File: src/logic/ecmc_pkg.sv
// Shared constants and types of the mode and output-steering control.
package ecmc_pkg;
	// Register byte offsets on the AXI4-Lite port.
	localparam logic [7:0] CTRL_OFS = 8'h00;
	localparam logic [7:0] DUTY_OFS = 8'h04;
	localparam logic [7:0] STAT_OFS = 8'h08;
	localparam logic [7:0] MASK_OFS = 8'h0C;
	// Field positions inside the mode control register.
	localparam int MODE_LSB = 0;
	localparam int DUTY_LSB = 4;
	localparam int CFG_LSB = 6;
	// Values after reset.
	localparam logic [7:0] CTRL_RST = 8'h00;
	localparam logic [7:0] DUTY_RST = 8'h00;
	localparam logic [0:0] STAT_RST = 1'h0;
	localparam logic [0:0] MASK_RST = 1'h0;
	// Edge counts of the prescaled capture modes, minus one.
	localparam logic [3:0] DIV4_LAST = 4'h3;
	localparam logic [3:0] DIV16_LAST = 4'hF;
	// AXI response codes.
	localparam logic [1:0] RESP_OKAY = 2'h0;
	localparam logic [1:0] RESP_SLVERR = 2'h2;
	// Encodings of the four-bit mode field.
	typedef enum logic [3:0] {
		MODE_OFF = 4'h0,
		MODE_RSVD = 4'h1,
		MODE_TOGGLE = 4'h2,
		MODE_CAP = 4'h3,
		MODE_CAP_FALL = 4'h4,
		MODE_CAP_RISE = 4'h5,
		MODE_CAP_4 = 4'h6,
		MODE_CAP_16 = 4'h7,
		MODE_SET_ON = 4'h8,
		MODE_CLR_ON = 4'h9,
		MODE_SWI = 4'hA,
		MODE_SPECIAL = 4'hB
	} ecmc_mode_type;
	// Encodings of the output configuration field.
	typedef enum logic [1:0] {
		CFG_SINGLE = 2'h0,
		CFG_FULL_FWD = 2'h1,
		CFG_HALF = 2'h2,
		CFG_FULL_REV = 2'h3
	} ecmc_cfg_type;
endpackage : ecmc_pkg

File: src/logic/ecmc_steer_if.sv
`timescale 1ns/1ps
// Signals between the control core and the pin steering stage.
interface ecmc_steer_if;
	logic [3:0] mode; // Current mode field.
	logic [1:0] cfg; // Output configuration field.
	logic cmp_level; // Compare output level.
	logic cmp_own; // Compare logic owns output A.
	logic pwm_raw; // Modulated signal from the timebase.
	logic pwm_comp; // Complement with dead band.
	logic [3:0] pin; // Pin levels, D down to A.
	logic [3:0] own; // Pin owned by the unit, D down to A.
	modport ctrl (output mode, cfg, cmp_level, cmp_own, pwm_raw,
		pwm_comp, input pin, own);
	modport steer (input mode, cfg, cmp_level, cmp_own, pwm_raw,
		pwm_comp, output pin, own);
endinterface : ecmc_steer_if

File: src/logic/ecmc_top.sv
`timescale 1ns/1ps
module ecmc_top (
	// Clock and reset.
	input wire logic mclk_in,
	input wire logic resetn_in,
	// AXI4-Lite write channels.
	input wire logic [7:0] s_axi_awaddr_in,
	input wire logic s_axi_awvalid_in,
	output logic s_axi_awready_out,
	input wire logic [31:0] s_axi_wdata_in,
	input wire logic [3:0] s_axi_wstrb_in,
	input wire logic s_axi_wvalid_in,
	output logic s_axi_wready_out,
	output logic [1:0] s_axi_bresp_out,
	output logic s_axi_bvalid_out,
	input wire logic s_axi_bready_in,
	// AXI4-Lite read channels.
	input wire logic [7:0] s_axi_araddr_in,
	input wire logic s_axi_arvalid_in,
	output logic s_axi_arready_out,
	output logic [31:0] s_axi_rdata_out,
	output logic [1:0] s_axi_rresp_out,
	output logic s_axi_rvalid_out,
	input wire logic s_axi_rready_in,
	// Timer side, same clock.
	input wire logic compare_match_in,
	input wire logic pwm_raw_in,
	input wire logic pwm_comp_in,
	// Capture pin, asynchronous.
	input wire logic capture_pin_in,
	// Timer controls.
	output logic capture_strobe_out,
	output logic special_event_out,
	output logic pwm_enable_out,
	output logic [9:0] duty_value_out,
	// Unit pins: level and enable.
	output logic output_a_out,
	output logic output_b_out,
	output logic output_c_out,
	output logic output_d_out,
	output logic [3:0] output_own_out,
	// Interrupt.
	output logic irq_out
);
	logic [7:0] ctrl_r; // Mode control register.
	logic [7:0] duty_r; // Duty high register.
	logic [0:0] stat_r; // Sticky unit interrupt flag.
	logic [0:0] mask_r; // Interrupt mask.
	logic [3:0] mode_q_r; // Mode seen in the last cycle.
	logic cmp_level_r; // Compare output level.
	logic aw_ok_r; // Write address held.
	logic [7:0] aw_addr_r;
	logic w_ok_r; // Write data held.
	logic [31:0] w_data_r;
	logic [3:0] w_strb_r;
	logic [3:0] mode; // Mode field.
	logic mode_chg; // Mode differs from the last cycle.
	logic is_cap; // A capture mode is selected.
	logic is_cmp; // A compare mode is selected.
	logic is_pwm; // A PWM mode is selected.
	logic cap_evt; // Capture pulse from the edge logic.
	logic cmp_evt; // Compare match in a compare mode.
	logic do_wr; // A write completes this cycle.
	logic wr_lane; // Byte lane zero is written.
	logic [1:0] rd_resp;
	logic [31:0] rd_data;
	logic stat_clr; // Software clears the flag.

	ecmc_steer_if sif ();

	assign mode = ctrl_r[ecmc_pkg::MODE_LSB +: 4];
	assign mode_chg = mode != mode_q_r;
	assign is_pwm = mode[3:2] == 2'h3;
	assign is_cap = mode[3:2] == 2'h1 || mode == ecmc_pkg::MODE_CAP;
	assign is_cmp = mode == ecmc_pkg::MODE_TOGGLE ||
		mode[3:2] == 2'h2;
	// Reserved mode one is treated as off by every decode.
	assign cmp_evt = compare_match_in && is_cmp && !mode_chg;

	// Write address and data are taken in either order.
	assign s_axi_awready_out = !aw_ok_r && !s_axi_bvalid_out;
	assign s_axi_wready_out = !w_ok_r && !s_axi_bvalid_out;
	assign do_wr = aw_ok_r && w_ok_r && !s_axi_bvalid_out;
	assign wr_lane = do_wr && w_strb_r[0];
	assign s_axi_arready_out = !s_axi_rvalid_out;
	assign stat_clr = wr_lane && aw_addr_r == ecmc_pkg::STAT_OFS &&
		w_data_r[0];

	// Holds write address and data until both are present.
	always_ff @(posedge mclk_in or negedge resetn_in) begin
		if (!resetn_in) begin
			aw_ok_r <= 1'h0;
			aw_addr_r <= 8'h00;
			w_ok_r <= 1'h0;
			w_data_r <= 32'h0000_0000;
			w_strb_r <= 4'h0;
		end else begin
			if (s_axi_awvalid_in && s_axi_awready_out) begin
				aw_ok_r <= 1'h1;
				aw_addr_r <= s_axi_awaddr_in;
			end else if (do_wr) begin
				aw_ok_r <= 1'h0;
			end
			if (s_axi_wvalid_in && s_axi_wready_out) begin
				w_ok_r <= 1'h1;
				w_data_r <= s_axi_wdata_in;
				w_strb_r <= s_axi_wstrb_in;
			end else if (do_wr) begin
				w_ok_r <= 1'h0;
			end
		end
	end

	// Write response, an error for an unmapped address.
	always_ff @(posedge mclk_in or negedge resetn_in) begin
		if (!resetn_in) begin
			s_axi_bvalid_out <= 1'h0;
			s_axi_bresp_out <= ecmc_pkg::RESP_OKAY;
		end else if (do_wr) begin
			s_axi_bvalid_out <= 1'h1;
			s_axi_bresp_out <= (aw_addr_r[7:4] == 4'h0 &&
				aw_addr_r[1:0] == 2'h0) ? ecmc_pkg::RESP_OKAY :
				ecmc_pkg::RESP_SLVERR;
		end else if (s_axi_bready_in) begin
			s_axi_bvalid_out <= 1'h0;
		end
	end

	// Control, duty and mask registers.
	always_ff @(posedge mclk_in or negedge resetn_in) begin
		if (!resetn_in) begin
			ctrl_r <= ecmc_pkg::CTRL_RST;
			duty_r <= ecmc_pkg::DUTY_RST;
			mask_r <= ecmc_pkg::MASK_RST;
		end else if (wr_lane) begin
			unique case (aw_addr_r)
				ecmc_pkg::CTRL_OFS: begin
					ctrl_r <= w_data_r[7:0];
				end
				ecmc_pkg::DUTY_OFS: begin
					duty_r <= w_data_r[7:0];
				end
				ecmc_pkg::MASK_OFS: begin
					mask_r <= w_data_r[0];
				end
				default: begin
				end
			endcase
		end
	end

	// Sticky flag: hardware setting wins over a clear in one cycle.
	always_ff @(posedge mclk_in or negedge resetn_in) begin
		if (!resetn_in) begin
			stat_r <= ecmc_pkg::STAT_RST;
		end else if ((cap_evt && is_cap) || cmp_evt) begin
			stat_r <= 1'h1;
		end else if (stat_clr) begin
			stat_r <= 1'h0;
		end
	end

	assign irq_out = stat_r[0] && mask_r[0];

	// Read data mux; reserved bits read as zero.
	always_comb begin
		rd_data = 32'h0000_0000;
		rd_resp = ecmc_pkg::RESP_OKAY;
		unique case (s_axi_araddr_in)
			ecmc_pkg::CTRL_OFS: rd_data = {24'h0, ctrl_r};
			ecmc_pkg::DUTY_OFS: rd_data = {24'h0, duty_r};
			ecmc_pkg::STAT_OFS: rd_data = {31'h0, stat_r};
			ecmc_pkg::MASK_OFS: rd_data = {31'h0, mask_r};
			default: rd_resp = ecmc_pkg::RESP_SLVERR;
		endcase
	end

	// Read answer one cycle after the address is taken.
	always_ff @(posedge mclk_in or negedge resetn_in) begin
		if (!resetn_in) begin
			s_axi_rvalid_out <= 1'h0;
			s_axi_rdata_out <= 32'h0000_0000;
			s_axi_rresp_out <= ecmc_pkg::RESP_OKAY;
		end else if (s_axi_arvalid_in && s_axi_arready_out) begin
			s_axi_rvalid_out <= 1'h1;
			s_axi_rdata_out <= rd_data;
			s_axi_rresp_out <= rd_resp;
		end else if (s_axi_rready_in) begin
			s_axi_rvalid_out <= 1'h0;
		end
	end

	// Remembers the mode so a change can initialise the pin.
	always_ff @(posedge mclk_in or negedge resetn_in) begin
		if (!resetn_in) begin
			mode_q_r <= ecmc_pkg::MODE_OFF;
		end else begin
			mode_q_r <= mode;
		end
	end

	// Compare output level: set on entry, changed on match.
	always_ff @(posedge mclk_in or negedge resetn_in) begin
		if (!resetn_in) begin
			cmp_level_r <= 1'h0;
		end else if (mode_chg) begin
			cmp_level_r <= mode == ecmc_pkg::MODE_CLR_ON;
		end else if (compare_match_in) begin
			unique case (mode)
				ecmc_pkg::MODE_TOGGLE: cmp_level_r <= !cmp_level_r;
				ecmc_pkg::MODE_SET_ON: cmp_level_r <= 1'h1;
				ecmc_pkg::MODE_CLR_ON: cmp_level_r <= 1'h0;
				default: cmp_level_r <= cmp_level_r;
			endcase
		end
	end

	// Timer strobes: capture latch and special event reset.
	always_ff @(posedge mclk_in or negedge resetn_in) begin
		if (!resetn_in) begin
			capture_strobe_out <= 1'h0;
			special_event_out <= 1'h0;
		end else begin
			capture_strobe_out <= cap_evt && is_cap;
			special_event_out <= cmp_evt &&
				mode == ecmc_pkg::MODE_SPECIAL;
		end
	end

	// Timebase run and ten-bit duty, zero outside PWM.
	always_ff @(posedge mclk_in or negedge resetn_in) begin
		if (!resetn_in) begin
			pwm_enable_out <= 1'h0;
			duty_value_out <= 10'h000;
		end else begin
			pwm_enable_out <= is_pwm;
			duty_value_out <= is_pwm ?
				{duty_r, ctrl_r[ecmc_pkg::DUTY_LSB +: 2]} : 10'h000;
		end
	end

	ecmc_capture u_capture (
		.mclk_in(mclk_in),
		.resetn_in(resetn_in),
		.clear_in(mode_chg || !is_cap),
		.mode_in(mode),
		.pin_in(capture_pin_in),
		.event_out(cap_evt)
	);

	assign sif.mode = mode;
	assign sif.cfg = ctrl_r[ecmc_pkg::CFG_LSB +: 2];
	assign sif.cmp_level = cmp_level_r;
	// Software-interrupt and special-event modes release the pin.
	assign sif.cmp_own = mode == ecmc_pkg::MODE_TOGGLE ||
		mode == ecmc_pkg::MODE_SET_ON ||
		mode == ecmc_pkg::MODE_CLR_ON;
	assign sif.pwm_raw = pwm_raw_in;
	assign sif.pwm_comp = pwm_comp_in;

	ecmc_steer u_steer (
		.mclk_in(mclk_in),
		.resetn_in(resetn_in),
		.sif(sif)
	);

	assign output_a_out = sif.pin[0];
	assign output_b_out = sif.pin[1];
	assign output_c_out = sif.pin[2];
	assign output_d_out = sif.pin[3];
	assign output_own_out = sif.own;
endmodule : ecmc_top

File: src/logic/ecmc_capture.sv
`timescale 1ns/1ps
// Synchronises the capture pin and raises one pulse per capture.
module ecmc_capture (
	// Clock and reset.
	input wire logic mclk_in,
	input wire logic resetn_in,
	// Control.
	input wire logic clear_in,
	input wire logic [3:0] mode_in,
	// Capture pin, asynchronous.
	input wire logic pin_in,
	// Capture pulse.
	output logic event_out
);
	logic meta_r; // First synchroniser stage.
	logic sync_r; // Second synchroniser stage.
	logic old_r; // Previous synchronised level.
	logic [3:0] cnt_r; // Rising edges seen in a prescale group.
	logic rise;
	logic fall;

	// Two stages before any logic looks at the pin.
	always_ff @(posedge mclk_in or negedge resetn_in) begin
		if (!resetn_in) begin
			meta_r <= 1'h0;
			sync_r <= 1'h0;
			old_r <= 1'h0;
		end else begin
			meta_r <= pin_in;
			sync_r <= meta_r;
			old_r <= sync_r;
		end
	end

	assign rise = sync_r && !old_r;
	assign fall = !sync_r && old_r;

	// Counts rising edges and fires on the selected edge.
	always_ff @(posedge mclk_in or negedge resetn_in) begin
		if (!resetn_in) begin
			cnt_r <= 4'h0;
			event_out <= 1'h0;
		end else if (clear_in) begin
			cnt_r <= 4'h0;
			event_out <= 1'h0;
		end else begin
			event_out <= 1'h0;
			unique case (mode_in)
				// Plain capture behaves as falling edge capture.
				ecmc_pkg::MODE_CAP, ecmc_pkg::MODE_CAP_FALL: begin
					event_out <= fall;
				end
				ecmc_pkg::MODE_CAP_RISE: begin
					event_out <= rise;
				end
				ecmc_pkg::MODE_CAP_4, ecmc_pkg::MODE_CAP_16: begin
					if (rise) begin
						if ((mode_in == ecmc_pkg::MODE_CAP_4 &&
							cnt_r == ecmc_pkg::DIV4_LAST) ||
							cnt_r == ecmc_pkg::DIV16_LAST) begin
							cnt_r <= 4'h0;
							event_out <= 1'h1;
						end else begin
							cnt_r <= cnt_r + 4'h1;
						end
					end
				end
				default: begin
					cnt_r <= 4'h0;
				end
			endcase
		end
	end
endmodule : ecmc_capture

File: src/logic/ecmc_steer.sv
`timescale 1ns/1ps
// Drives the four unit outputs from mode, configuration and polarity.
module ecmc_steer (
	// Clock and reset.
	input wire logic mclk_in,
	input wire logic resetn_in,
	// Core side.
	ecmc_steer_if.steer sif
);
	logic pwm; // The upper mode bits select PWM.
	logic [3:0] act; // Active levels before polarity.
	logic [3:0] own; // Ownership before the register.
	logic [3:0] inv; // Per pin active-low selection.

	assign pwm = sif.mode[3:2] == 2'h3;
	// Mode bit 1 inverts A and C, mode bit 0 inverts B and D.
	assign inv = {sif.mode[0], sif.mode[1], sif.mode[0], sif.mode[1]};

	// Chooses which pins are modulated, held or released.
	always_comb begin
		act = 4'h0;
		own = 4'h0;
		if (!pwm) begin
			act = {3'h0, sif.cmp_level};
			own = {3'h0, sif.cmp_own};
		end else begin
			unique case (sif.cfg)
				ecmc_pkg::CFG_SINGLE: begin
					act = {3'h0, sif.pwm_raw};
					own = 4'h1;
				end
				ecmc_pkg::CFG_FULL_FWD: begin
					act = {sif.pwm_raw, 3'h1};
					own = 4'hF;
				end
				ecmc_pkg::CFG_HALF: begin
					act = {2'h0, sif.pwm_comp, sif.pwm_raw};
					own = 4'h3;
				end
				ecmc_pkg::CFG_FULL_REV: begin
					act = {1'h0, 1'h1, sif.pwm_raw, 1'h0};
					own = 4'hF;
				end
			endcase
		end
	end

	// Pin levels and ownership come from flip-flops.
	always_ff @(posedge mclk_in or negedge resetn_in) begin
		if (!resetn_in) begin
			sif.pin <= 4'h0;
			sif.own <= 4'h0;
		end else begin
			sif.pin <= pwm ? (act ^ inv) : act;
			sif.own <= own;
		end
	end
endmodule : ecmc_steer

File: config.mk
export PLATFORM = sky130hd
export DESIGN_NAME = ecmc_top
export DESIGN_NICKNAME = d
export VERILOG_FILES = /design/src/logic/ecmc_pkg.sv /design/src/logic/ecmc_steer_if.sv /design/src/logic/ecmc_top.sv /design/src/logic/ecmc_capture.sv /design/src/logic/ecmc_steer.sv
export SDC_FILE = /design/constraint.sdc
export NUM_CORES = 1
export LEC_CHECK = 0
export BUFFER_PORTS_ARGS = -buffer_cell sky130_fd_sc_hd__buf_4
export CAP_MARGIN = 0
export CORE_UTILIZATION = 25
export CTS_BUF_LIST = sky130_fd_sc_hd__clkbuf_8
export DETAILED_ROUTE_END_ITERATION = 8
export PLACE_DENSITY = 0.48
export SLEW_MARGIN = 20
export SYNTH_ARGS = -nofsm -noshare
export SYNTH_HDL_FRONTEND = slang
export SYNTH_HIERARCHICAL = 1
export SYNTH_SLANG_ARGS = --single-unit
File: constraint.sdc
create_clock -name mclk_in -period 1.91 [get_ports mclk_in]
set_clock_uncertainty 0.1 [all_clocks]
set_input_delay 0.0955 -clock mclk_in [delete_from_list [all_inputs] [get_ports mclk_in]]
set_output_delay 0.0955 -clock mclk_in [all_outputs]
set_load 0.1 [all_outputs]
* Word level (Yosys, flattened, before mapping)
Index checks and enable logic that the tools add are counted.
** Operators by class
- Add/subtract/negate cells :: 1
- Equality and inequality tests :: 26
- Muxes and demuxes :: 29
- Bitwise gates (word level) :: 1
- Reduce and logical (&&, ||, !) cells :: 57
** Operators with widths (number)
- 8-bit by 4-bit == test with 1-bit output (second input constant) :: 4
- 8-bit one-hot mux with 4 select lines :: 1
- 4-bit two-way mux :: 6
- 1-bit logical AND :: 19
- 4-bit by 3-bit == test with 1-bit output (second input constant) :: 4
- 4-bit == test (second input constant) :: 4
- 8-bit by 3-bit == test with 1-bit output (second input constant) :: 2
- 8-bit logical NOT :: 2
- 4-bit one-hot mux with 4 select lines :: 1
- 1-bit two-way mux :: 14
- 4-bit by 2-bit == test with 1-bit output (second input constant) :: 3
- 4-bit one-hot mux with 3 select lines :: 1
- 2-bit nonzero test :: 6
- 10-bit two-way mux :: 1
- 2-bit AND reduction :: 5
- 1-bit logical NOT :: 9
- 2-bit == test (second input constant) :: 4
- 4-bit one-hot mux with 2 select lines :: 1
- 1-bit logical OR :: 7
- 1-bit one-hot mux with 3 select lines :: 2
- 2-bit OR reduction :: 3
- 4-bit by 1-bit adder with 4-bit output (second input constant) :: 1
- 2-bit by 1-bit == test with 1-bit output (second input constant) :: 2
- 2-bit logical NOT :: 2
- 9 further kinds :: 10
** Storage, ports and cells
- Bits in registers :: 109
- Output and inout bits :: 63
- Word-level logic and storage cells :: 141

* Depth between registers and ports, before layout
Gate-level depths: netlist of run 1.
- Depth after elaboration :: 7
- Gate-level depth with buffers :: 7
- Depth with buffers taken out :: 6

* By module
Netlist of run 1, hierarchy kept.
** By module, submodules not included
- ecmc_top :: times used 1, cells an instance 241, area an instance 2969.1 um^2, sequential area each 1676.6 um^2
- ecmc_capture :: times used 1, cells an instance 43, area an instance 434.2 um^2, sequential area each 200.2 um^2
- ecmc_steer :: times used 1, cells an instance 31, area an instance 315.3 um^2, sequential area each 175.2 um^2

* Worst setup path after synthesis of run 1
Ideal clock, no wire load.
- Path type :: flip-flop to flip-flop
- Start point :: register s_axi_bvalid_out
- End point :: register aw_addr_r[0]
- Setup time :: 0.125 ns
- Data arrival time :: 3.093 ns
- Required time :: 1.685 ns
- Path slack :: -1.408 ns
- Cell stages (with the launch flop) :: 5
- Buffers on the path :: 1
- Path through :: dfrtp_1 nor2_1 and2_1 clkbuf_1 mux2_2
** Between the ends
- Cells in the longest elaborated chain, start to end :: 3
** Ends and longest elaborated chain
- start: declaration :: line ecmc_top.sv:15 : output logic s_axi_bvalid_out,
- start signal: assignment :: line ecmc_top.sv:117 : s_axi_bvalid_out <= 1'h0;
- start signal: assignment :: line ecmc_top.sv:120 : s_axi_bvalid_out <= 1'h1;
- start signal: assignment :: line ecmc_top.sv:125 : s_axi_bvalid_out <= 1'h0;
- 1-bit logical NOT :: line ecmc_top.sv:81 : assign s_axi_awready_out = !aw_ok_r && !s_axi_bvalid_out;
- 1-bit logical AND :: line ecmc_top.sv:81
- named net s_axi_awready_out :: line ecmc_top.sv:9 : output logic s_axi_awready_out,
- 1-bit logical AND :: line ecmc_top.sv:98 : if (s_axi_awvalid_in && s_axi_awready_out) begin
- end signal: assignment :: line ecmc_top.sv:100 : aw_addr_r <= s_axi_awaddr_in;
- end: declaration :: line ecmc_top.sv:52 : logic [7:0] aw_addr_r;
The timed path passes the listed nets, and every way through them passes these cells.
A chain may end at the register's enable or synchronous reset.

* Worst setup path in the final report of run 1
- Start point :: register aw_addr_r[7]
- End point :: register duty_r[1]
** Between the ends
- Cells in the longest elaborated chain, start to end :: 2
** Ends and longest elaborated chain
- 8-bit by 3-bit == test with 1-bit output :: line ecmc_top.sv:136 : unique case (aw_addr_r)
- 2-bit AND reduction (no source line)
- end signal: assignment :: line ecmc_top.sv:133 : duty_r <= ecmc_pkg::DUTY_RST;
- end signal: assignment :: line ecmc_top.sv:141 : duty_r <= w_data_r[7:0];
- end: declaration :: line ecmc_top.sv:46 : logic [7:0] duty_r;
Every way passes these cells.

==> out/metrics.yaml, run 1 <==
detailed_routing:
  highest_layer: "met4"
  m1WireLength_mm: 3.64
  ant_nets: 0
  totalWireLength_mm: 7.95
  route.met2.wl_mm: 3.76
  drc: 0
  drtIter0Drc: 76
  wire_per_inst_um: 12.9
  vias: 2634
  wl_met3_um: 477
  first_pass_iters: 5
  vias_per_cell: 4.27
power:
  p_switching_mw: 2.18
  vdd_ir_drop_max_mv: 0.457
  p_sw_share_pct: 39.0
  clkPwrFrac_pct: 21.2
  powerDensity_nw_per_um2: 1130
  seq_power_share_pct: 42.0
  p_leak_nw: 2.41
  combinationalPowerShare_pct: 36.8
  cellInternalPower_mw: 3.42
timing:
  period_share_pct: 100
  tightestPinTransition_ns: 0.794
  fin_tns_setup_ns: -0.0401
  relSlewSlack_pct: 47.0
  setup_ws_ns: -0.00820
  drv_slew: 0
  setup_viol: 8
  rsz0062_at_grt: "true"
  holdWs_ns: 0.0202
  finalHoldViolCount: 0
  clock.fmax_ghz: 0.521
  fin_crit_ns: 1.92
floorplanning:
  io_pins: 126
  rows: 44
  dieArea_um2: 15400
  initial_core_util_pct: 25.6
  die_h_um: 124
  die-width_um: 124
  core_um2: 14500
worst_setup_path:
  crit_path_max_fanout: 8
  crit_start: "aw_addr_r[7]"
  rr_endpoint: "duty_r[1]"
  ff2ff_setup_slack_ns: -0.008
  cp-start-kind: "flip-flop"
  r2r_cells: 4
  r2r_start: "aw_addr_r[7]"
  arrival_ns: 2.05
  crit_end: "duty_r[1]"
  crit_required_ns: 2.04
  critPathCaptureType: "flip-flop"
  critical_path_class: "flip-flop to flip-flop"
yosys:
  ys_ff_latch: 82
  synth_seq_area_share_pct: 55.2
  netlist_instances: 315
  ys_dominant_reg_cell: "dfrtp_1"
  synth.most_common_cell: "dfrtp_1"
  synth_edf_count: 0
  syn-cell-area_um2: 3720
  avgSynthCellArea_um2: 11.8
  yosysWarnings: 6
  synth_async_sr_flop_share_pct: 100
  synth_cell_types: 48
  yosys.area.top_type: "dfrtp_1"
  yosys-top-cells-area: "dfrtp_1 (55%), mux2_2 (8.2%), buf_4 (5.5%)"
  synthTopCellsByCount: "dfrtp_1 (82), buf_4 (27), mux2_2 (27), nand2_1 (20), nor2_1 (16)"
  yosys.area.top_type_share_pct: 55.2
placed_design:
  dp_hpwl_mm: 5.63
  post-place-ws_ns: -0.0504
  place_congestion: 0.767
  port_buffers: 72
min_path:
  hp-class: "input port to flip-flop"
  min_from: "s_axi_wvalid_in"
  holdPathStages: 3
clock_network:
  cts-root-buf: "clkbuf_8"
  clkTransAtPathRegs_ns: 0.08
  insertion_delay_ns: 0.35
  cts_tree: "yes"
  cts_made_buffers: 9
  clockBufferDepth: 2
  htree_levels: 3
  cts_sinks: 82
global_routing:
  antenna_found_initial: 0
  grt_max_degree: 63
  grt_use_total_pct: 10.9
  grt_pass1_wl_mm: 12.7
  grt_pass1_vias: 2546
  grt_overflow: 0
layout:
  fillers: 1500
  diodes: 0
  area_growth_pct: 33.5
  num-nets-final: 492
  fin_util_pct: 34.2
  final_layout_size_suffix_gt1_share_pct: 35.8
run:
  cap_viol_max_count: 0
outcome:
  status: "finished with violations"
  failed_checks: "setup timing"
-- critical path, stage by stage (launching register included) --
cell	delay (ns)
dfrtp_1	0.39
nor4_2	0.29
nand2_2	0.09
or4b_4	0.61
mux2_4	0.33
-- worst min path at each step --
stage	slack, ns	to
2_1_floorplan	-0.30	aw_addr_r[0]
3_5_place_dp	0.11	u_capture/meta_r
5_1_grt	0.01	w_ok_r
6_report	0.02	w_ok_r
4_1_cts	0.01	w_ok_r
3_3_place_gp	0.11	u_capture/meta_r
-- routing by layer --
metal  global-route usage (%)  vias to the layer above
met1                     13.8                     1277
met2                     17.9                       74
met5                        0                        -
met3                     3.43                        8
li1                         -                     1275
met4                     3.13                        0
-- area by class of cell --
cell class | count | area (um^2) | area share [%]
Clock inverter | 4 | 25.0 | 0.504
Sequential cell | 82 | 2060 | 41.5
Tap cell | 184 | 230 | 4.64
Multi-Input combinational cell | 210 | 1500 | 30.2
Clock buffer | 12 | 165 | 3.33
Inverter | 10 | 43.8 | 0.882
Timing Repair Buffer | 115 | 942 | 19.0
-- power groups by stage --
stage / sequential, mW / clock (mW) / combinational, mW
after floorplan: 2.62 / 0 / 1.24
after global routing: 2.41 / 1.31 / 2.20
after global placement: 2.38 / 0 / 2.00
final: 2.35 / 1.19 / 2.06
after CTS: 2.36 / 1.24 / 2.09
after detailed placement: 2.40 / 0 / 2.02
-- cells in the final DEF, fill, tap and decap left out, drive strengths merged, types with 3 or more instances in the layout --
| cell type | netlist | routed |
|---|---|---|
| and3 | 12 | 12 |
| a21oi | 9 | 9 |
| xor2 | 6 | 6 |
| clkinvlp | 0 | 3 |
| mux2 | 35 | 35 |
| o211ai | 3 | 3 |
| nand2 | 21 | 21 |
| o22ai | 3 | 3 |
| inv | 10 | 9 |
| nand3 | 8 | 8 |
| mux2i | 10 | 10 |
| nor2b | 5 | 5 |
| o21ai | 13 | 13 |
| conb | 1 | 26 |
| and2 | 4 | 4 |
| buf | 28 | 90 |
| nor2 | 16 | 16 |
| dfrtp | 82 | 82 |
| clkbuf | 10 | 12 |
| dlygate4sd3 | 0 | 25 |
| nor4 | 4 | 4 |
| nand3b | 3 | 3 |
| nor3 | 3 | 3 |
| nand4b | 3 | 3 |
-- state kept, by name, summed over array words and instances (netlist names), 3 cells and up --
register	flops
u_steer/sif.own	3
u_capture/cnt_r	4
duty_r	8
w_data_r	8
s_axi_rdata_out	8
duty_value_out	10
u_steer/sif.pin	4
ctrl_r	8
aw_addr_r	8
mode_q_r	4
-- logic make-up after synthesis --
logic type	count (synthesis)	synth area share (%)
xor+xnor	6	1.41
mux	45	14.1
other cells	1	0.101
buf+inv	48	7.77
flops	82	55.2
compound gates	38	6.29
fa+ha+maj	1	0.336
simple gates	94	14.8
-- repair_timing --
| action | CTS | global route |
|---|---|---|
| hold buffers | 25 | 0 |
| cloned | 0 | 0 |
| hold endpoints to repair | 88 | 0 |
| resized for setup | 1 | 1 |
| setup buffers | 1 | 0 |
| pin swaps | 2 | 3 |
| setup endpoints to repair | 16 | 20 |
-- stage by stage --
step,power [mW],cells,area (um^2)
3_3_place_gp,4.38,575,4510
4_1_cts,5.69,617,4960
2_1_floorplan,3.87,340,3860
5_1_grt,5.93,617,4970
6_report,5.60,617,4970
3_5_place_dp,4.42,575,4510
No activity file was read; power rests on OpenSTA's default activity.
==> run 2, diff against run 1 <==
--- a/config.mk
+++ b/config.mk
@@ -5,8 +5,8 @@
 export SDC_FILE = /design/constraint.sdc
 export NUM_CORES = 1
 export LEC_CHECK = 0
-export BUFFER_PORTS_ARGS = -buffer_cell sky130_fd_sc_hd__buf_4
-export CAP_MARGIN = 0
+export BUFFER_PORTS_ARGS = -buffer_cell sky130_fd_sc_hd__clkbuf_2
+export CORE_MARGIN = 2
 export CORE_UTILIZATION = 25
 export CTS_BUF_LIST = sky130_fd_sc_hd__clkbuf_8
 export DETAILED_ROUTE_END_ITERATION = 8
==> run 2 against run 1 <==
Effect of this change:
- design area fell by 3.0%
- register-to-register slack barely moved
- sequential power barely moved
- core utilization fell by 1.0 points
- clock-buffer cell count did not move
- global-route usage fell by 0.31 points
- die area rose by 3.3%
- clock power rose by 5%
- the run still ends with setup timing left
- first-iteration DRC count rose by 51%
- power barely moved
- routed wire length rose by 3.4%
- critical path type unchanged
- highest routed layer unchanged
- setup slack improved by 0.0039 ns
==> out/metrics.yaml, run 2 (synthesis gave the netlist of run 1 again) <==
detailed_routing:
  vias: 2639  # +0.19%
  m1WireLength_mm: 3.84  # +5.5%
  route.met2.wl_mm: 3.78  # +0.75%
  drtIter0Drc: 115  # +51%
  first_pass_iters: 4  # -1
  highest_layer: "met4"
  drc: 0  # unchanged
  wire_per_inst_um: 13.3  # +3.0%
  totalWireLength_mm: 8.22  # +3.4%
  ant_nets: 0  # unchanged
  vias_per_cell: 4.26  # -0.13%
  wl_met3_um: 472  # -1.0%
layout:
  mostFrequentLayoutCells: "dfrtp_1 (80), clkbuf_2 (71), dlygate4sd3_1 (28)"
  num-nets-final: 494  # +0.41%
  diodes: 0  # unchanged
  final_common_cell: "dfrtp_1"
  area_growth_pct: 29.5
  fin_area_um2: 4820  # -3.0%
  final_layout_size_suffix_gt1_share_pct: 35.4  # -0.39 points
  largest_reg_flops: 10  # unchanged
  top_register: "duty_value_out"
  stdcell_count: 619  # +0.32%
  fillers: 1497  # -0.20%
floorplanning:
  core_um2: 14500  # unchanged
  io_pins: 126  # unchanged
  die-width_um: 126  # +1.6%
  rows: 44  # unchanged
  dieArea_um2: 15900  # +3.3%
  initial_core_util_pct: 25.6  # unchanged
  die_h_um: 126  # +1.6%
clock_network:
  insertion_delay_ns: 0.37  # +0.02 ns
  cts_made_buffers: 9  # unchanged
  cts-root-buf: "clkbuf_8"
  postCtsSetupRepairBufs: 0  # -1
  htree_levels: 3  # unchanged
  cts_sinks: 82  # unchanged
  clkTransAtPathRegs_ns: 0.09  # about the same
  clockBufferDepth: 2  # unchanged
  cts_tree: "yes"
global_routing:
  antenna_found_initial: 0  # unchanged
  grt_overflow: 0  # unchanged
  grt_pass1_wl_mm: 13.2  # +4.5%
  grt_use_total_pct: 10.6  # -0.31 points
  grt_pass1_vias: 2599  # +2.1%
  grt_max_degree: 50  # -21%
placed_design:
  placed_area_um2: 4330  # -3.9%
  place_congestion: 0.704  # -8.2%
  dp_hpwl_mm: 5.74  # +2.0%
  dpl.cell_count: 575  # unchanged
  port_buffers: 72  # unchanged
worst_setup_path:
  r2r_start: "s_axi_bvalid_out"
  cp_cell_sequence: "inv_4 -> nand4_1 -> or4b_4 -> mux2_4"
  arrival_ns: 2.07  # +0.02 ns
  rr_endpoint: "duty_r[7]"
  cpMaxStageDelayCell: "or4b_4"
  crit_path_max_fanout: 8  # unchanged
  slowest_delay_ns: 0.66  # +0.05 ns
  r2r_cells: 4  # unchanged
  crit_required_ns: 2.06  # +0.02 ns
  cp-start-kind: "flip-flop"
  critical_path_class: "flip-flop to flip-flop"
  critPathCaptureType: "flip-flop"
  ff2ff_setup_slack_ns: -0.004  # about the same
timing:
  period_share_pct: 100  # -0.21 points
  setup_viol: 2  # -6
  finalHoldViolCount: 0  # unchanged
  relSlewSlack_pct: 57.1  # +10 points
  setup_ws_ns: -0.00429  # +0.00392 ns
  fin_crit_ns: 1.91  # -0.00392 ns
  clock.fmax_ghz: 0.522  # +0.20%
  tightestPinTransition_ns: 0.643  # -0.151 ns
  rsz0062_at_grt: "true"
  drv_slew: 0  # unchanged
min_path:
  hp-class: "input port to flip-flop"
  min_to: "s_axi_rdata_out[0]"
  min_from: "s_axi_araddr_in[3]"
  holdPathStages: 3  # unchanged
power:
  vdd_ir_drop_max_mv: 0.454  # -0.70%
  powerDensity_nw_per_um2: 1160  # +3.1%
  p_leak_nw: 2.37  # -1.5%
outcome:
  failed_checks: "setup timing"
  status: "finished with violations"
run:
  cap_viol_max_count: 0  # unchanged
[run 2: final cells by class]
type                       instances  area, um^2  share of cell area, %
tap                              184         230                   4.78
clock buffer                      12         165                   3.43
inverter                          10        43.8                  0.909
multi-input combinational        210        1500                   31.1
sequential                        82        2060                   42.8
timing repair buffer             117         787                   16.3
clock inverter                     4        31.3                  0.649
[run 2: how the worst max path moves through the flow]
| stage | start | end | cells past startpoint | slack (ns) |
|---|---|---|---|---|
| floorplan | s_axi_bvalid_out | aw_addr_r[0] | 4 | -0.19 |
| global placement | aw_addr_r[7] | duty_r[7] | 4 | -0.03 |
| detailed placement | aw_addr_r[7] | duty_r[4] | 4 | -0.05 |
| CTS | aw_addr_r[0] | duty_r[7] | 4 | -0.01 |
| global route | aw_addr_r[7] | duty_r[2] | 4 | -0.08 |
| finish | s_axi_bvalid_out | duty_r[7] | 4 | -0.004 |
[run 2: worst max-delay path: cells and delay by family (launching register included)]
kind,cells,cell delay [ns]
multiplexers,1,0.33
AND/OR/NAND/NOR,2,0.79
flip-flops,1,0.50
buffers and inverters,1,0.08
[run 2: metrics by stage]
stage	setup slack [ns]	util (%)	total power [mW]	TNS, ns	hold WS (ns)
3_3_place_gp	-0.0327	29.8	4.32	-0.257	0.0623
5_1_grt	-0.0761	33.1	5.93	-0.570	0.0295
3_5_place_dp	-0.0492	29.8	4.37	-0.396	0.0673
6_report	-0.00429	33.1	5.60	-0.00696	0.0281
4_1_cts	-0.0116	33.1	5.69	-0.0509	0.00500
2_1_floorplan	-0.188	-	3.87	-2.74	-0.300
[run 2: routing by layer]
| metal | up-vias | track usage, % |
|---|---|---|
| met5 | - | 0 |
| met4 | 0 | 4.07 |
| met2 | 74 | 16.4 |
| met1 | 1273 | 13.8 |
| li1 | 1281 | - |
| met3 | 11 | 3.44 |
[run 2: power by group]
part / switching [mW] / internal (mW) / leakage [nW]
clock network: 0.659 / 0.591 / 0.104
registers: 0.278 / 2.08 / 1.07
logic: 1.30 / 0.698 / 1.19
[run 2: timing repair]
action	4_1_cts	5_1_grt
setup endpoints to repair	16	20
gates resized for setup	1	1
hold buffers	28	0
hold endpoints to repair	74	0
pin swaps	3	2
